$ cat src/logic/uhps_pkg.sv
// Purpose: shared constants and types of the host pipe status and interrupt block
// Assumes: 8-bit register port, four pipes, one system clock
// Notes:   register offsets are byte addresses on the plain register port
package uhps_pkg;

    // =====================================================================
    // sizes
    localparam int unsigned NUM_PIPES = 4;
    localparam int unsigned PIPE_W    = 2;
    localparam int unsigned ADDR_W    = 8;
    localparam int unsigned DATA_W    = 8;

    // =====================================================================
    // register offsets
    localparam logic [7:0] OFS_INT_SUMMARY = 8'h9a;
    localparam logic [7:0] OFS_ERROR_STAT  = 8'h9d;
    localparam logic [7:0] OFS_IN_REQ_CNT  = 8'ha5;
    localparam logic [7:0] OFS_INT_FLAGS   = 8'ha6;
    localparam logic [7:0] OFS_PIPE_SELECT = 8'ha7;
    localparam logic [7:0] OFS_PIPE_CTRL   = 8'ha9;
    localparam logic [7:0] OFS_PIPE_CFG    = 8'haa;
    localparam logic [7:0] OFS_PIPE_STAT   = 8'hac;
    localparam logic [7:0] OFS_INT_ENABLE  = 8'hae;

    // =====================================================================
    // reset values
    localparam logic [7:0] RST_BYTE  = 8'h00;
    localparam logic [1:0] RST_PAIR  = 2'h0;
    localparam logic [4:0] RST_ERRS  = 5'h00;
    localparam logic [3:0] RST_PIPES = 4'h0;

    // =====================================================================
    // error status fields
    localparam int unsigned ERR_TALLY_LSB = 5;
    localparam int unsigned ERR_TALLY_MSB = 6;
    localparam int unsigned ERR_SRC_MSB   = 4;
    localparam logic [1:0]  TALLY_FREEZE  = 2'h3;

    // =====================================================================
    // interrupt flag / enable bit positions
    localparam int unsigned BIT_HANDOVER = 7;
    localparam int unsigned BIT_NAK      = 6;
    localparam int unsigned BIT_RW_ALLOW = 5;
    localparam int unsigned BIT_FLOW_IE  = 7;
    localparam int unsigned BIT_PERR     = 4;
    localparam int unsigned BIT_SETUP    = 3;
    localparam int unsigned BIT_OUT      = 2;
    localparam int unsigned BIT_STALL    = 1;
    localparam int unsigned BIT_IN_RCV   = 0;

    // =====================================================================
    // control, configuration and status fields
    localparam int unsigned CTRL_FREEZE = 6;
    localparam int unsigned CTRL_INMODE = 5;
    localparam int unsigned STAT_OVF    = 6;
    localparam int unsigned STAT_UNF    = 5;
    localparam int unsigned CFG_TYPE_LSB  = 6;
    localparam int unsigned CFG_TOKEN_LSB = 4;

    // busy bank encoding
    localparam logic [1:0] BANKS_FREE = 2'h0;
    localparam logic [1:0] BANKS_MAX  = 2'h2;

    // pipe type and token encodings
    localparam logic [1:0] TYPE_ISO    = 2'h1;
    localparam logic [1:0] TOKEN_SETUP = 2'h0;
    localparam logic [1:0] TOKEN_IN    = 2'h1;
    localparam logic [1:0] TOKEN_OUT   = 2'h2;

    // one event from the serial engine, tagged with the pipe it concerns
    typedef struct packed {
        logic              valid;
        logic [PIPE_W-1:0] pipe;
        logic              in_stored;
        logic              bank_freed;
        logic              nak;
        logic              stall;
        logic              iso_crc;
        logic              data_crc_error;
        logic              time_out;
        logic              pid_err;
        logic              data_pid;
        logic              toggle;
        logic              overflow;
        logic              underflow;
        logic              in_req_done;
        logic              rw_set;
        logic              rw_clear;
    } uhps_evt_t;

endpackage : uhps_pkg

$ cat src/logic/uhps_pipe_status.sv
// Purpose: per-pipe status, error, IN request and interrupt logic of a USB host
// Assumes: events arrive one per cycle from the serial engine, synchronous to ref_clk
// Notes:   all per-pipe registers are banked and reached through pipe_select
//
// Summary of operation
// - firmware loads pipe_select first; banked registers then map onto that pipe.
// - busy_bank_count is two bits: 00 free, 01 one busy, 10 two busy.
// - OUT pipes count firmware-filled banks; IN pipes count banks filled from device.
// - issue in_request_count plus one IN requests, then freeze the pipe.
// - each successful IN request decrements in_request_count by one.
// - two-bit error tally counts errors, freezes at three, software writes load it from bits 6:5.
// - separate sticky flags for CRC, time-out, PID, data PID and toggle errors.
// - software may only clear hardware flags; writing one leaves them unchanged.
// - OUT/SETUP: bank_handover set with bank-ready; software clear sends the bank.
// - IN: bank_handover set on stored message; software clear frees, switches bank.
// - nak_received_flag set on NAK, interrupts when enabled, software clears.
// - OUT pipe: rw_allowed high while a byte may be written, low when full.
// - IN pipe: rw_allowed high while a byte may be read, low when empty.
// - rw_allowed forced low when stall or pipe error flag becomes set.
// - pipe_error_flag follows the error sources and clears once they are cleared.
// - setup_bank_ready set when SETUP bank free; interrupts when enabled.
// - out_bank_ready set when OUT bank free; interrupts when enabled.
// - STALL sets stall_received_flag and freezes the pipe; interrupts when enabled.
// - isochronous pipes use that bit for CRC errors, enabled by setup_ready_ie.
// - in_data_received set when a message is stored; interrupts when enabled.
// - flow_error_ie bit 7 gates both overflow and underflow interrupts.
// - each other enable gates its own flag; enable bit 5 reads zero.
// - hardware sets pipe_freeze after IN requests, on STALL or on pipe error.
// - summary bit per pipe shows an enabled pending interrupt, clears when served.
//
// Implementation choice: the strobed register port.
`timescale 1ns/1ns

module uhps_pipe_status (
    // clock and reset
    input  wire logic                        ref_clk,
    input  wire logic                        reset,
    // register port
    input  wire logic [uhps_pkg::ADDR_W-1:0] reg_addr,
    input  wire logic [uhps_pkg::DATA_W-1:0] reg_wdata,
    input  wire logic                        reg_wr,
    input  wire logic                        reg_rd,
    output logic      [uhps_pkg::DATA_W-1:0] reg_rdata,
    // serial engine events
    input  wire uhps_pkg::uhps_evt_t         evt,
    // serial engine controls
    output logic      [uhps_pkg::NUM_PIPES-1:0] pipe_freeze,
    output logic      [uhps_pkg::NUM_PIPES-1:0] handover_release,
    output logic      [uhps_pkg::NUM_PIPES-1:0] pipe_irq
);

    localparam int unsigned NP = uhps_pkg::NUM_PIPES;

    // =====================================================================
    // pipe select
    logic [uhps_pkg::PIPE_W-1:0] pipe_select_ff;

    always_ff @(posedge ref_clk) begin
        if (reset) begin
            pipe_select_ff <= uhps_pkg::RST_PAIR;
        end else if (reg_wr && reg_addr == uhps_pkg::OFS_PIPE_SELECT) begin
            pipe_select_ff <= reg_wdata[uhps_pkg::PIPE_W-1:0];
        end
    end

    // =====================================================================
    // banked per-pipe state
    logic [4:0] err_src_ff   [NP];
    logic [1:0] err_tally_ff [NP];
    logic [7:0] in_req_ff    [NP];
    logic [7:0] ie_ff        [NP];
    logic [7:0] cfg_ff       [NP];
    logic [1:0] busy_ff      [NP];
    logic       handover_ff  [NP];
    logic       nak_ff       [NP];
    logic       rw_allow_ff  [NP];
    logic       setup_rdy_ff [NP];
    logic       out_rdy_ff   [NP];
    logic       stall_ff     [NP];
    logic       in_rcv_ff    [NP];
    logic       ovf_ff       [NP];
    logic       unf_ff       [NP];
    logic       inmode_ff    [NP];
    logic [NP-1:0] freeze_ff;
    logic [NP-1:0] release_ff;
    logic [NP-1:0] summary_ff;
    logic [NP-1:0] irq_now;
    logic [7:0]    flags_rd [NP];

    genvar gi;
    generate
        for (gi = 0; gi < NP; gi++) begin : g_pipe
            logic       sel;
            logic       ev;
            logic       wr_err;
            logic       wr_flags;
            logic       wr_stat;
            logic       wr_ctrl;
            logic       is_in;
            logic       is_iso;
            logic       is_setup;
            logic [4:0] err_set;
            logic       any_err;
            logic       perr;
            logic       stall_set;
            logic       sw_release;
            logic [1:0] tally_base;
            logic [1:0] tally_nxt;
            logic [7:0] req_base;
            logic       req_done;
            logic       req_exhaust;
            logic       bank_up;
            logic       bank_dn;

            assign sel      = (pipe_select_ff == uhps_pkg::PIPE_W'(gi));
            assign ev       = evt.valid && (evt.pipe == uhps_pkg::PIPE_W'(gi));
            assign wr_err   = reg_wr && sel && reg_addr == uhps_pkg::OFS_ERROR_STAT;
            assign wr_flags = reg_wr && sel && reg_addr == uhps_pkg::OFS_INT_FLAGS;
            assign wr_stat  = reg_wr && sel && reg_addr == uhps_pkg::OFS_PIPE_STAT;
            assign wr_ctrl  = reg_wr && sel && reg_addr == uhps_pkg::OFS_PIPE_CTRL;
            assign is_in    = cfg_ff[gi][uhps_pkg::CFG_TOKEN_LSB+:2] == uhps_pkg::TOKEN_IN;
            assign is_setup = cfg_ff[gi][uhps_pkg::CFG_TOKEN_LSB+:2] == uhps_pkg::TOKEN_SETUP;
            assign is_iso   = cfg_ff[gi][uhps_pkg::CFG_TYPE_LSB+:2] == uhps_pkg::TYPE_ISO;

            assign err_set  = ev ? {evt.data_crc_error, evt.time_out, evt.pid_err,
                                    evt.data_pid, evt.toggle} : uhps_pkg::RST_ERRS;
            assign any_err  = |err_set;
            assign perr     = |err_src_ff[gi];
            assign stall_set = ev && evt.stall && !is_iso;

            // firmware writing zero over a set handover bit hands the bank back
            assign sw_release = wr_flags && handover_ff[gi] && !reg_wdata[uhps_pkg::BIT_HANDOVER];

            // ----- error sources and tally
            assign tally_base = wr_err ? reg_wdata[uhps_pkg::ERR_TALLY_MSB:uhps_pkg::ERR_TALLY_LSB]
                                       : err_tally_ff[gi];
            assign tally_nxt  = (any_err && tally_base != uhps_pkg::TALLY_FREEZE)
                                ? tally_base + 2'h1 : tally_base;

            always_ff @(posedge ref_clk) begin
                if (reset) begin
                    err_src_ff[gi]   <= uhps_pkg::RST_ERRS;
                    err_tally_ff[gi] <= uhps_pkg::RST_PAIR;
                end else begin
                    // an error in the clearing cycle still lands
                    err_src_ff[gi]   <= (wr_err ? err_src_ff[gi] & reg_wdata[4:0]
                                                : err_src_ff[gi]) | err_set;
                    err_tally_ff[gi] <= tally_nxt;
                end
            end

            // ----- IN request counter
            assign req_base    = (reg_wr && sel && reg_addr == uhps_pkg::OFS_IN_REQ_CNT)
                                 ? reg_wdata : in_req_ff[gi];
            assign req_done    = ev && evt.in_req_done;
            assign req_exhaust = req_done && req_base == uhps_pkg::RST_BYTE && !inmode_ff[gi];

            always_ff @(posedge ref_clk) begin
                if (reset) begin
                    in_req_ff[gi] <= uhps_pkg::RST_BYTE;
                end else if (req_done && req_base != uhps_pkg::RST_BYTE) begin
                    in_req_ff[gi] <= req_base - 8'h01;
                end else begin
                    in_req_ff[gi] <= req_base;
                end
            end

            // ----- enables and configuration
            always_ff @(posedge ref_clk) begin
                if (reset) begin
                    ie_ff[gi]  <= uhps_pkg::RST_BYTE;
                    cfg_ff[gi] <= uhps_pkg::RST_BYTE;
                end else begin
                    if (reg_wr && sel && reg_addr == uhps_pkg::OFS_INT_ENABLE) begin
                        ie_ff[gi] <= reg_wdata & 8'hdf;
                    end
                    if (reg_wr && sel && reg_addr == uhps_pkg::OFS_PIPE_CFG) begin
                        cfg_ff[gi] <= reg_wdata;
                    end
                end
            end

            // ----- freeze and request mode
            always_ff @(posedge ref_clk) begin
                if (reset) begin
                    freeze_ff[gi] <= 1'b0;
                    inmode_ff[gi] <= 1'b0;
                end else begin
                    if (wr_ctrl) begin
                        inmode_ff[gi] <= reg_wdata[uhps_pkg::CTRL_INMODE];
                    end
                    // hardware freeze causes win over a software unfreeze
                    if (req_exhaust) begin
                        freeze_ff[gi] <= 1'b1;
                    end else if (stall_set) begin
                        freeze_ff[gi] <= 1'b1;
                    end else if (any_err || tally_nxt == uhps_pkg::TALLY_FREEZE) begin
                        freeze_ff[gi] <= 1'b1;
                    end else if (wr_ctrl) begin
                        freeze_ff[gi] <= reg_wdata[uhps_pkg::CTRL_FREEZE];
                    end
                end
            end

            // ----- busy banks, saturated at two
            assign bank_up = is_in ? (ev && evt.in_stored) : sw_release;
            assign bank_dn = is_in ? sw_release : (ev && evt.bank_freed);

            always_ff @(posedge ref_clk) begin
                if (reset) begin
                    busy_ff[gi] <= uhps_pkg::BANKS_FREE;
                end else if (bank_up && !bank_dn && busy_ff[gi] != uhps_pkg::BANKS_MAX) begin
                    busy_ff[gi] <= busy_ff[gi] + 2'h1;
                end else if (bank_dn && !bank_up && busy_ff[gi] != uhps_pkg::BANKS_FREE) begin
                    busy_ff[gi] <= busy_ff[gi] - 2'h1;
                end
            end

            // ----- interrupt flags: set beats a same-cycle software clear
            always_ff @(posedge ref_clk) begin
                if (reset) begin
                    handover_ff[gi]  <= 1'b0;
                    nak_ff[gi]       <= 1'b0;
                    setup_rdy_ff[gi] <= 1'b0;
                    out_rdy_ff[gi]   <= 1'b0;
                    stall_ff[gi]     <= 1'b0;
                    in_rcv_ff[gi]    <= 1'b0;
                end else begin
                    handover_ff[gi]  <= (wr_flags ? handover_ff[gi] &
                                         reg_wdata[uhps_pkg::BIT_HANDOVER] : handover_ff[gi])
                                        | (ev && (is_in ? evt.in_stored
                                                        : evt.bank_freed));
                    nak_ff[gi]       <= (wr_flags ? nak_ff[gi] & reg_wdata[uhps_pkg::BIT_NAK]
                                                  : nak_ff[gi]) | (ev && evt.nak);
                    setup_rdy_ff[gi] <= (wr_flags ? setup_rdy_ff[gi] &
                                         reg_wdata[uhps_pkg::BIT_SETUP] : setup_rdy_ff[gi])
                                        | (ev && evt.bank_freed && is_setup);
                    out_rdy_ff[gi]   <= (wr_flags ? out_rdy_ff[gi] &
                                         reg_wdata[uhps_pkg::BIT_OUT] : out_rdy_ff[gi])
                                        | (ev && evt.bank_freed && !is_setup
                                           && !is_in);
                    stall_ff[gi]     <= (wr_flags ? stall_ff[gi] &
                                         reg_wdata[uhps_pkg::BIT_STALL] : stall_ff[gi])
                                        | stall_set
                                        | (ev && evt.iso_crc && is_iso);
                    in_rcv_ff[gi]    <= (wr_flags ? in_rcv_ff[gi] &
                                         reg_wdata[uhps_pkg::BIT_IN_RCV] : in_rcv_ff[gi])
                                        | (ev && evt.in_stored);
                end
            end

            // ----- flow errors
            always_ff @(posedge ref_clk) begin
                if (reset) begin
                    ovf_ff[gi] <= 1'b0;
                    unf_ff[gi] <= 1'b0;
                end else begin
                    ovf_ff[gi] <= (wr_stat ? ovf_ff[gi] & reg_wdata[uhps_pkg::STAT_OVF]
                                           : ovf_ff[gi]) | (ev && evt.overflow);
                    unf_ff[gi] <= (wr_stat ? unf_ff[gi] & reg_wdata[uhps_pkg::STAT_UNF]
                                           : unf_ff[gi]) | (ev && evt.underflow);
                end
            end

            // ----- read/write allowed; a stall or error blocks FIFO access at once
            always_ff @(posedge ref_clk) begin
                if (reset) begin
                    rw_allow_ff[gi] <= 1'b0;
                end else if (stall_set || any_err) begin
                    rw_allow_ff[gi] <= 1'b0;
                end else if (ev && evt.rw_clear) begin
                    rw_allow_ff[gi] <= 1'b0;
                end else if (ev && evt.rw_set) begin
                    rw_allow_ff[gi] <= 1'b1;
                end
            end

            // ----- release pulse and interrupt
            always_ff @(posedge ref_clk) begin
                if (reset) begin
                    release_ff[gi] <= 1'b0;
                    summary_ff[gi] <= 1'b0;
                end else begin
                    release_ff[gi] <= sw_release;
                    summary_ff[gi] <= irq_now[gi];
                end
            end

            assign irq_now[gi] =
                  (nak_ff[gi]       & ie_ff[gi][uhps_pkg::BIT_NAK])
                | (perr             & ie_ff[gi][uhps_pkg::BIT_PERR])
                | (setup_rdy_ff[gi] & ie_ff[gi][uhps_pkg::BIT_SETUP])
                | (out_rdy_ff[gi]   & ie_ff[gi][uhps_pkg::BIT_OUT])
                | (stall_ff[gi]     & ie_ff[gi][is_iso ? uhps_pkg::BIT_SETUP
                                                       : uhps_pkg::BIT_STALL])
                | (in_rcv_ff[gi]    & ie_ff[gi][uhps_pkg::BIT_IN_RCV])
                | ((ovf_ff[gi] | unf_ff[gi]) & ie_ff[gi][uhps_pkg::BIT_FLOW_IE]);

            assign flags_rd[gi] = {handover_ff[gi], nak_ff[gi], rw_allow_ff[gi], perr,
                                   setup_rdy_ff[gi], out_rdy_ff[gi], stall_ff[gi], in_rcv_ff[gi]};
        end
    endgenerate

    // =====================================================================
    // read port: data stand in the cycle after the strobe
    logic [7:0] rdata_ff;
    logic [7:0] rd_mux;
    logic [uhps_pkg::PIPE_W-1:0] s;

    always_comb begin
        s = pipe_select_ff;
        case (reg_addr)
            uhps_pkg::OFS_INT_SUMMARY: rd_mux = {4'h0, summary_ff};
            uhps_pkg::OFS_ERROR_STAT:  rd_mux = {1'b0, err_tally_ff[s], err_src_ff[s]};
            uhps_pkg::OFS_IN_REQ_CNT:  rd_mux = in_req_ff[s];
            uhps_pkg::OFS_INT_FLAGS:   rd_mux = flags_rd[s];
            uhps_pkg::OFS_PIPE_SELECT: rd_mux = {6'h00, pipe_select_ff};
            uhps_pkg::OFS_PIPE_CTRL:   rd_mux = {1'b0, freeze_ff[s], inmode_ff[s], 5'h00};
            uhps_pkg::OFS_PIPE_CFG:    rd_mux = cfg_ff[s];
            uhps_pkg::OFS_PIPE_STAT:   rd_mux = {1'b0, ovf_ff[s], unf_ff[s], 3'h0, busy_ff[s]};
            uhps_pkg::OFS_INT_ENABLE:  rd_mux = ie_ff[s];
            default:                   rd_mux = uhps_pkg::RST_BYTE;
        endcase
    end

    always_ff @(posedge ref_clk) begin
        if (reset) begin
            rdata_ff <= uhps_pkg::RST_BYTE;
        end else if (reg_rd) begin
            rdata_ff <= rd_mux;
        end else begin
            rdata_ff <= uhps_pkg::RST_BYTE;
        end
    end

    // =====================================================================
    // outputs
    assign reg_rdata        = rdata_ff;
    assign pipe_freeze      = freeze_ff;
    assign handover_release = release_ff;
    assign pipe_irq         = summary_ff;

endmodule : uhps_pipe_status

$ cat config.mk
export PLATFORM = sky130hd
export DESIGN_NAME = uhps_pipe_status
export DESIGN_NICKNAME = d
export VERILOG_FILES = /design/src/logic/uhps_pkg.sv /design/src/logic/uhps_pipe_status.sv
export SDC_FILE = /design/constraint.sdc
export NUM_CORES = 1
export LEC_CHECK = 0
export ABC_AREA = 0
export ABC_CLOCK_PERIOD_IN_PS = 4900
export BUFFER_PORTS_ARGS = -buffer_cell sky130_fd_sc_hd__clkbuf_2
export CAP_MARGIN = 10
export CORE_MARGIN = 2
export CORE_UTILIZATION = 43
export DETAILED_ROUTE_END_ITERATION = 10
export GPL_ROUTABILITY_DRIVEN = 0
export PLACE_DENSITY_LB_ADDON = 0.3
export SYNTH_ARGS = -nofsm -noshare
export SYNTH_HDL_FRONTEND = slang
export SYNTH_SLANG_ARGS = --single-unit
$ cat constraint.sdc
create_clock -name ref_clk -period 4.9 [get_ports ref_clk]
set_input_delay 0.49 -clock ref_clk [delete_from_list [all_inputs] [get_ports ref_clk]]
set_output_delay 0.49 -clock ref_clk [all_outputs]
set_load 0.02 [all_outputs]
* Word-level counts from Yosys, hierarchy flattened *
Memory sizes are Yosys's and may differ from the RTL's. A register that Yosys moved wholly into a read port is not among the register bits.
Cells that the tools add are included.

storage, ports and cells
  output and inout bits = 20
  memories kept = 16
  bits in registers = 22
  word-level logic and storage cells = 841
  input port bits = 38
  bits in writable memories = 168

operators by class
  add/subtract/negate cells = 16
  multiplexer cells = 335
  equal/unequal tests = 35
  bitwise operators = 214
  reductions and logical operators = 205
  $lt $le $gt $ge = 6

memory list
  memory        depth  bits a word  read ports  clocked after Yosys merged registers in  write ports  line                    source
  cfg_ff        4      8            5           1                                        4            uhps_pipe_status.sv:72  logic [7:0] cfg_ff [NP];
  in_req_ff     4      8            5           1                                        4            uhps_pipe_status.sv:70  logic [7:0] in_req_ff [NP];
  ie_ff         4      7            5           1                                        4            uhps_pipe_status.sv:71  logic [7:0] ie_ff [NP];
  err_src_ff    4      5            5           1                                        4            uhps_pipe_status.sv:68  logic [4:0] err_src_ff [NP];
  busy_ff       4      2            5           1                                        4            uhps_pipe_status.sv:73  logic [1:0] busy_ff [NP];
  err_tally_ff  4      2            5           1                                        4            uhps_pipe_status.sv:69  logic [1:0] err_tally_ff [NP];
  +10 memories  -      -            -           -                                        -            -

operator list
  cell                                                                   number
  1-bit two-way mux                                                      252
  8-bit two-way mux                                                      18
  1-bit bitwise OR                                                       144
  1-bit logical AND                                                      141
  2-bit two-way mux                                                      42
  8-bit == test (second input constant)                                  9
  8-bit case mux with 9 select lines                                     1
  1-bit bitwise AND                                                      60
  5-bit two-way mux                                                      12
  5-bit OR reduction                                                     8
  8-bit zero test                                                        4
  8-bit nonzero test                                                     4
  8-bit by 1-bit subtractor with 8-bit output (second input constant)    4
  7-bit two-way mux                                                      4
  1-bit zero test                                                        25
  5-bit bitwise AND                                                      4
  2-bit by 1-bit == test with 1-bit output (second input constant)       10
  5-bit bitwise OR                                                       4
  2-bit by 1-bit adder with 2-bit output (second input constant)         8
  8-bit binary-select mux with 2-bit select                              1
  2-bit == test (second input constant)                                  8
  2-bit by 4-bit < comparator with 1-bit output (second input constant)  4
  2-bit inequality test (second input constant)                          8
  4-bit nonzero test                                                     4
  other kinds (11)                                                       32

* Longest topological paths before layout *
Gate-level depths: netlist of run 1.

  depth after elaboration = 14
  gate-level depth with buffers = 13
  gate-level depth less buffers = 10

* Worst setup path after synthesis of run 1 *
OpenSTA, ideal clock, no wires.

  path type = in2reg
  from = input port reg_addr[6] (netlist name)
  to = memory in_req_ff[2][6] (data pin)
  path buffers = 3
  data arrival time = 3.120 ns
  path slack = 1.514 ns
  cell stages on the path = 13
  path through = nand4bb_1 > buf_4 > nor4_1 > buf_2 > buf_4 > mux2i_1 > ha_1 > nor2b_1 > a21oi_1 > or3b_2 > a221oi_1 > xor2_1 > nor2_1

RTL lines
  what             line                    source
  start, declared  uhps_pipe_status.sv:39  input wire logic [uhps_pkg::ADDR_W-1:0] reg_addr,
  end, declared    uhps_pipe_status.sv:70

==> flow_summary.ini, run 1 <==
[run_status]
outcome = finished clean

[clock_tree]
postCtsHoldBufs = 0
cts_tree = built
clock-sinks = 192
clk_pin_slew_ns = 0.08
cts_setup_buffers = 0
cts.repair.resized = 0
clock_latency_ns = 0.44
cts-root-buf = clkbuf_16
h-tree-depth = 4
clock_path_buffers = 2
cts_made_buffers = 17

[synthesis]
synth_ff_type = edfxtp_1
yosysSeqAreaShare = 0.432
netlist_area_um2 = 11400
avgSynthCellArea_um2 = 10.0
async_reset_ff_frac = 0
synth.distinct_cells = 61
yosysWarnings = 0
syn_inst = 1139
synth_edf_count = 108
ys_ff_latch = 192

[global_routing]
antenna_found_initial = 1
grt-ovfl-total = 0
grt_first_pass_wirelength_um = 55800
grt_start_max_net_pins = 76
grt_pass1_vias = 9249
grtUsageTotal = 0.262

[detailed_routing]
wl_um = 37000
antenna_left = 0
drt_iter0_markers = 1329
dr.pass1.iters = 7
routed_via_density = 6.42
drc = 0
vias = 9894
wl_per_cell_um = 24.0

[timing]
slew_violations = 0
finalCritPeriodShare = 0.755
fmax_mhz = 270
tightestPinTransition_ns = 1.04
rsz0062_at_grt = no
finalWorstSetupSlack_ns = 1.20
tns_ns = 0
finalCriticalPeriod_ns = 3.70
setup_violations = 0
finClkSkew_ns = 0.00906
hold_viol = 0
relSlewSlack = 0.304

[worst_setup_path]
start_kind = register
crit_fanout = 17
path_class = reg -> reg
required_ns = 5.06
critPathCaptureType = register
worst_ep_arrival_time_ns = 3.86

[power_and_ir_drop]
power.density_nw_per_um2 = 285
leakagePower_nw = 4.44
peakVddDrop_mv = 0.191

[layout]
nets = 1248
layout-drive-gt1-share = 0.172
syn2layout_area_growth_pct = 11.1
mostFrequentLayoutCells = 108 x edfxtp_1, 106 x nand2_1, 102 x nor2_1
final_common_cell = edfxtp_1

[die]
dieArea_um2 = 27800
core_um2 = 26100
rows = 59
floorplan.initialDensity = 0.437
chipHeight_um = 167
ios = 58
die_w_um = 167

[place]
post-dp-hpwl_um = 26600
dpl_worst_slack_ns = 1.17
numPortBuffers = 57

[min_path]
min_path_type = in -> reg

[run]
max_cap_viol_count = 0
[cell families after synthesis]
kind of cell               Yosys count  share of synthesized area
and+or+nand+nor                    458                      0.213
AOI/OAI and AO/OA                  225                      0.120
DFF                                192                      0.432
muxes                              119                      0.156
buffers and inverters               95                     0.0351
xor gates and xnor gates            31                     0.0238
adders and majority gates           18                     0.0198
other                                1                   0.000329
[cells in the mapped netlist (all sizes together), types with 30 or more instances]
cell type    n  share of area
a21oi       76          0.033
and2        41          0.023
clkbuf      59          0.019
dfxtp       84           0.15
edfxtp     108           0.28
mux2i       50          0.044
mux4        44          0.087
nand2      106          0.035
nand3       31          0.014
nor2       103          0.034
nor3        36          0.016
nor4        30          0.022
o21ai       66          0.029
[power breakdown]
| part | internal, mW | total, mW | leakage [nW] | switching, mW |
|---|---|---|---|---|
| sequential | 1.77 | 1.83 | 1.78 | 0.0602 |
| combinational | 0.129 | 0.371 | 2.38 | 0.242 |
| clock | 0.723 | 1.41 | 0.277 | 0.688 |
| total | 2.62 | 3.61 | 4.44 | 0.991 |
[worst max-delay path: stages (launching register included)]
cell	delay, ns
dfxtp_1	0.32
buf_4	0.23
or3b_4	0.54
nor4_4	0.27
buf_4	0.29
mux2i_1	0.38
ha_1	0.24
nand3_1	0.10
mux2i_1	0.54
nor2_1	0.19
mux2_2	0.27
nor2_1	0.04
[through the flow]
stage	instances	utilization	hold WS, ns	instance area (um2)	power [mW]
after floorplan	1170	-	0.425	11500	2.07
after global placement	1508	0.464	0.478	12100	2.21
after detailed placement	1508	0.464	0.472	12100	2.22
after CTS	1540	0.486	0.315	12700	3.60
after global routing	1541	0.486	0.331	12700	3.71
final	1541	0.486	0.328	12700	3.61
[path summary, 6_finish.rpt]
kind | cells past startpoint | start | to | slack (ns)
min reg2reg | 2 | handover_ff[0] | handover_release[0] | 0.50
max | 11 | pipe_select_ff[0] | in_req_ff[0][1] | 1.20
max reg2reg | 11 | pipe_select_ff[0] | in_req_ff[0][1] | 1.20
min | 3 | evt[8] | err_src_ff[3][3] | 0.33
[layout make-up]
cell class / count / area [um2]
repair buffers: 82 / 475
multi-input cells: 883 / 6200
clock inverters: 13 / 148
well taps: 335 / 419
flip-flops and latches: 192 / 4930
inverters: 16 / 60.1
diodes: 1 / 2.50
clock buffers: 19 / 433
fillers: 2427 / 13400
[flip-flops by register name, summed over array words and instances, names as in the netlist, 8 cells and up, named ones only]
register and count:
busy_ff 8, cfg_ff 32, err_src_ff 20, err_tally_ff 8, ie_ff 28, in_req_ff 32, reg_rdata 8
[routing by layer]
metal | track usage | part of all wire | up-vias
met1 | 0.368 | 0.41 | 4753
met5 | 0 | 0 | -
met3 | 0.0663 | 0.12 | 134
met4 | 0.114 | 0.047 | 0
li1 | - | - | 4324
met2 | 0.384 | 0.43 | 683
(Power assumes the default switching activity.)
==> inputs of run 2 (changes only) <==
--- a/config.mk
+++ b/config.mk
@@ -5,8 +5,8 @@
 export SDC_FILE = /design/constraint.sdc
 export NUM_CORES = 1
 export LEC_CHECK = 0
-export ABC_AREA = 0
-export ABC_CLOCK_PERIOD_IN_PS = 4900
+export ABC_AREA = 1
+export ABC_CLOCK_PERIOD_IN_PS = 3800
 export BUFFER_PORTS_ARGS = -buffer_cell sky130_fd_sc_hd__clkbuf_2
 export CAP_MARGIN = 10
 export CORE_MARGIN = 2
==> constraint.sdc (replaced) <==
create_clock -name ref_clk -period 3.8 [get_ports ref_clk]
set_input_delay 0.38 -clock ref_clk [delete_from_list [all_inputs] [get_ports ref_clk]]
set_output_delay 0.38 -clock ref_clk [all_outputs]
set_load 0.02 [all_outputs]
==> run 2 against run 1 <==
Net effect: total power rose by 31%; worst hold slack worse by 0.11 ns; synthesized cell count is 36% higher; highest routed layer unchanged; area after synthesis increased by 1.3%; count of clock-buffer cells in the layout rose by 5; register-to-register slack got worse by 0.23 ns; non-clock buffer count up 2; clock power is 28% higher; flip-flop and latch count is the same; cell area is 1.8% higher; global-route usage up 1.6 points; largest cell class unchanged.
==> flow_summary.ini, run 2 <==
[power_and_ir_drop]
power.share.clock = 0.381
peakVddDrop_mv = 0.227
power.density_nw_per_um2 = 367
p_seq_frac = 0.496
leakagePower_nw = 5.71
cell_internal_pwr_mw = 3.44
combPwrFrac = 0.124
swShare = 0.275
p_switching_mw = 1.30
p_total_mw = 4.74

[min_path]
min_path_type = in -> reg

[synthesis]
ys_ff_latch = 192
synth_most_common_cell = nand2_1
synthSimpleGateAreaFrac = 0.274
synth_top_family_by_area = simple AND/OR/NAND/NOR gates
yosysWarnings = 0
synth-xor-area-share = 0.00759
netlist_area_um2 = 11500
yosysSeqAreaShare = 0.427
yosys-mux-area-fraction = 0
synth_area_leaders = edfxtp_1 28%, dfxtp_1 15%, nand2_1 10%
syn_inst = 1552
synth_compound_area_frac = 0.189
synth_ff_type = edfxtp_1
yosys.area.top_type = edfxtp_1
synthAdderAreaFrac = 0.0195
synth.distinct_cells = 54
synth_edf_count = 108
avgSynthCellArea_um2 = 7.44
async_reset_ff_frac = 0
ys_top_cells_by_count = 314 x nand2_1, 199 x nor2_1, 173 x inv_1
synth_top_area_share = 0.281

[detailed_routing]
antenna_left = 0
drc = 0
wl_um = 39000
drt_iter0_markers = 1472
routed_via_density = 5.73
wl_per_cell_um = 19.7
vias = 11300
dr.pass1.iters = 6

[die]
ios = 58
chipHeight_um = 168
core_um2 = 26200
dieArea_um2 = 28200
floorplan.initialDensity = 0.440
rows = 59
die_w_um = 168

[global_routing]
grt-ovfl-total = 0
grt_pass1_vias = 10600
antenna_found_initial = 0
grtUsageTotal = 0.278
grt_start_max_net_pins = 81
grt_first_pass_wirelength_um = 59800

[worst_setup_path]
crit_chain = clkinv_1, buf_4, o21ai_0, a21oi_1, o21ai_0, nor3_1, a21oi_1
max_stage_delay_ns = 0.67
critPathCaptureType = register
worst_ep_arrival_time_ns = 3.19
cp_top_family = compound AO/OA/AOI/OAI gates
start_kind = register
crit_fanout = 23
crit_buf_inv = 2
required_ns = 4.16
cp_slowest_cell = o21ai_0
path_class = reg -> reg

[timing]
finalCritPeriodShare = 0.745
rsz0062_at_grt = no
hold_ws_ns = 0.222
setup_violations = 0
hold_viol = 0
slew_violations = 0
tns_ns = 0
relSlewSlack = 0.240
fmax_mhz = 353
finalWorstSetupSlack_ns = 0.969
finClkSkew_ns = 0.0106
finalCriticalPeriod_ns = 2.83
tightestPinTransition_ns = 1.13

[clock_tree]
h-tree-depth = 4
clock_latency_ns = 0.44
cts.repair.resized = 0
clk_pin_slew_ns = 0.07
postCtsHoldBufs = 0
cts_made_buffers = 17
clock_path_buffers = 2
cts_setup_buffers = 0
cts_tree = built
cts-root-buf = clkbuf_16
clock-sinks = 192

[layout]
layout-drive-gt1-share = 0.123
mostFrequentLayoutCells = 314 x nand2_1, 199 x nor2_1, 172 x inv_1, 172 x o21ai_0
utilization = 0.492
reg_top3 = cfg_ff x32, in_req_ff x32, ie_ff x28
nets = 1685
fillCellCount = 2568
syn2layout_area_growth_pct = 11.7
insertedDiodeCount = 0
final_common_cell = nand2_1

[run]
max_cap_viol_count = 0

[run_status]
outcome = finished clean

[place]
post-dp-hpwl_um = 28900
numPortBuffers = 57
dpl_worst_slack_ns = 0.885
==> run 2: cell types whose count changed after synthesis, moves of 44 or more <==
cell,change
inv_1,+158
mux2i_1,-50
mux4_2,-44
nand2_1,+208
nand3_1,+58
nor2_1,+97
o21ai_0,+106
==> run 2: metal layers <==
metal	up-vias	global-route usage	routed length, um
met5	-	0	0
met4	0	0.130	1740
met3	116	0.0769	4840
met2	700	0.415	16600
met1	5184	0.374	15900
li1	5329	-	-
==> run 2: final cells by class <==
class	instances	area (um2)	share of cell area
multi-input cells	1148	5780	0.448
repair buffers	84	500	0.0388
well taps	335	419	0.0325
clock inverters	8	77.6	0.00601
flip-flops and latches	192	4930	0.382
clock buffers	24	493	0.0382
inverters	186	699	0.0542
==> run 2: kinds of logic after synthesis <==
logic type,after synthesis
AND/OR/NAND/NOR,701
AO/OA/AOI/OAI,387
buffers and inverters,243
flip-flops,192
adder cells (fa/ha/maj),18
XOR/XNOR,10
other,1
==> run 2: power groups by stage <==
stage	registers (mW)	logic (mW)	clock network, mW
floorplan	2.37	0.373	0
global placement	2.39	0.558	0
detailed placement	2.39	0.567	0
CTS	2.35	0.570	1.81
global route	2.35	0.644	1.89
finish	2.35	0.585	1.80
==> run 2: metrics by stage <==
stage          cell area, um2  std cells
6_report                12900       1977
3_3_place_gp            12300       1945
3_5_place_dp            12300       1945
5_1_grt                 12900       1977
2_1_floorplan           11700       1583
4_1_cts                 12900       1977
==> run 2: path summary, 6_finish.rpt <==
check	start	slack [ns]	end	depth (start not counted)
hold / removal	evt[7]	0.22	err_src_ff[3][2]	3
setup reg to reg	register	0.97	reg_rdata[1]	7
hold reg to reg	nak_ff[1]	0.49	nak_ff[1]	2
setup / recovery	register	0.97	reg_rdata[1]	7
==> run 2: worst min-delay path, stage by stage <==
cell	delay, ns
clkbuf_2	0.11
nand2_1	0.07
a21oi_1	0.05
==> inputs of run 3 (changes only) <==
--- a/config.mk
+++ b/config.mk
@@ -6,7 +6,7 @@
 export NUM_CORES = 1
 export LEC_CHECK = 0
 export ABC_AREA = 1
-export ABC_CLOCK_PERIOD_IN_PS = 3800
+export ABC_CLOCK_PERIOD_IN_PS = 2900
 export BUFFER_PORTS_ARGS = -buffer_cell sky130_fd_sc_hd__clkbuf_2
 export CAP_MARGIN = 10
 export CORE_MARGIN = 2
==> constraint.sdc (replaced) <==
create_clock -name ref_clk -period 2.9 [get_ports ref_clk]
set_input_delay 0.29 -clock ref_clk [delete_from_list [all_inputs] [get_ports ref_clk]]
set_output_delay 0.29 -clock ref_clk [all_outputs]
set_load 0.02 [all_outputs]
==> run 3 against run 2 <==
Net effect: clock power increased by 29%; largest cell class unchanged; largest power group unchanged; total power increased by 31%; critical path type unchanged; critical endpoint is now in_req_ff[2][3]; final cell count is 0.96% higher; worst setup slack worse by 0.65 ns.
==> flow_summary.ini, run 3 (same netlist as run 2, synthesis figures left out) <==
[run_status]
outcome = finished clean

[global_routing]
antenna_found_initial = 0
busiest_layer = met2
grt-ovfl-total = 0
grt_pass1_vias = 10500
met1_usage = 0.391
use_met2 = 0.423
grtUsageTotal = 0.280
grt_start_max_net_pins = 81
grt_use_met3 = 0.0562
grt_first_pass_wirelength_um = 60200

[place]
post-dp-hpwl_um = 29800
numPortBuffers = 57
dp.cells = 1964
dpl_worst_slack_ns = 0.155
dpl_cell_area_um2 = 12500

[timing]
tns_ns = 0
rsz0062_at_grt = no
finalWorstSetupSlack_ns = 0.317
hold_viol = 0
finalCriticalPeriod_ns = 2.58
finClkSkew_ns = 0.00942
fmax_mhz = 387
hold_ws_ns = 0.132
slew_violations = 0
relSlewSlack = 0.478
setup_violations = 0
tightestPinTransition_ns = 0.783
finalCritPeriodShare = 0.891

[detailed_routing]
routed_via_density = 5.76
drt_iter0_markers = 1627
wl_um = 39600
vias = 11500
drc = 0
wl_per_cell_um = 19.8
antenna_left = 0
dr.pass1.iters = 6

[clock_tree]
clk_pin_slew_ns = 0.07
cts_tree = built
cts_made_buffers = 17
clock_latency_ns = 0.44
clock_path_buffers = 2
clock-sinks = 192
h-tree-depth = 4
cts-root-buf = clkbuf_16
cts.repair.resized = 0
postCtsHoldBufs = 0
cts_setup_buffers = 0

[worst_setup_path]
reg2reg_depth = 15
critPathCaptureType = register
r2r_end = in_req_ff[2][3]
crit_fanout = 9
crit_start = pipe_select_ff[0]
required_ns = 3.06
path_class = reg -> reg
rrSetupSlack_ns = 0.32
cp-endpoint = in_req_ff[2][3]
r2r-start = pipe_select_ff[0]
start_kind = register
worst_ep_arrival_time_ns = 2.74

[layout]
multi_input_area_um2 = 5780
utilization = 0.498
syn2layout_area_growth_pct = 13.1
fillCellCount = 2555
insertedDiodeCount = 0
mostFrequentLayoutCells = 314 x nand2_1, 199 x nor2_1, 172 x inv_1, 172 x o21ai_0
reg_top3 = cfg_ff x32, in_req_ff x32, ie_ff x28
fin_area_um2 = 13100
layout-drive-gt1-share = 0.136
nets = 1704
final_common_cell = nand2_1
seqCellArea_um2 = 4930
fin_cells = 1996

[die]
floorplan.initialDensity = 0.440
ios = 58
die_w_um = 168
dieArea_um2 = 28200
rows = 59
chipHeight_um = 168
core_um2 = 26200

[power_and_ir_drop]
peakVddDrop_mv = 0.345
power.density_nw_per_um2 = 474
leakagePower_nw = 5.83
p_total_mw = 6.19

[min_path]
min_path_type = in -> reg

[run]
max_cap_viol_count = 0
run 3: cell count changes in the layout (fill, tap and decap cells not counted), sizes merged:
cell    previous run  this run
buf               27        46
clkbuf            81        77
clkinv             8         7
inv              185       190
run 3: how the worst min path moves through the flow:
stage | to | start | depth (start not counted) | slack [ns]
CTS | err_src_ff[3][2] | evt[7] | 3 | 0.13
finish | err_src_ff[3][3] | evt[8] | 3 | 0.13
detailed placement | err_src_ff[0][4] | err_src_ff[0][4] | 2 | 0.47
global placement | nak_ff[1] | nak_ff[1] | 2 | 0.46
floorplan | nak_ff[0] | evt[12] | 2 | 0.44
global route | err_src_ff[3][2] | evt[7] | 3 | 0.13
run 3: area by class of cell:
cell class | instances | share of cell area
multi-input combinational | 1148 | 0.443
clock buffer | 20 | 0.0358
inverter | 186 | 0.0536
sequential | 192 | 0.377
clock inverter | 12 | 0.00709
tap | 335 | 0.0321
timing repair buffer | 103 | 0.0512
run 3: routing by layer:
layer  part of all wire  up-vias
li1                   -     5378
met4              0.048        0
met2               0.42      752
met3               0.12      147
met5                  0        -
met1               0.40     5221
run 3: power by group:
group	internal, mW	switching, mW
combinational	0.236	0.548
sequential	2.99	0.0874
clock	1.22	1.11
total	4.44	1.75
run 3: critical path: stages, from the launching register on:
cell     delay [ns]
dfxtp_1        0.35
inv_1          0.10
nand2_2        0.12
nor2_4         0.14
nand3_2        0.18
nand2_1        0.10
o21ai_0        0.16
inv_1          0.20
ha_1           0.17
nand2_1        0.05
nor2_1         0.17
nand2_2        0.10
nand2_2        0.18
nand2_2        0.12
nand2_1        0.08
a21oi_1        0.07
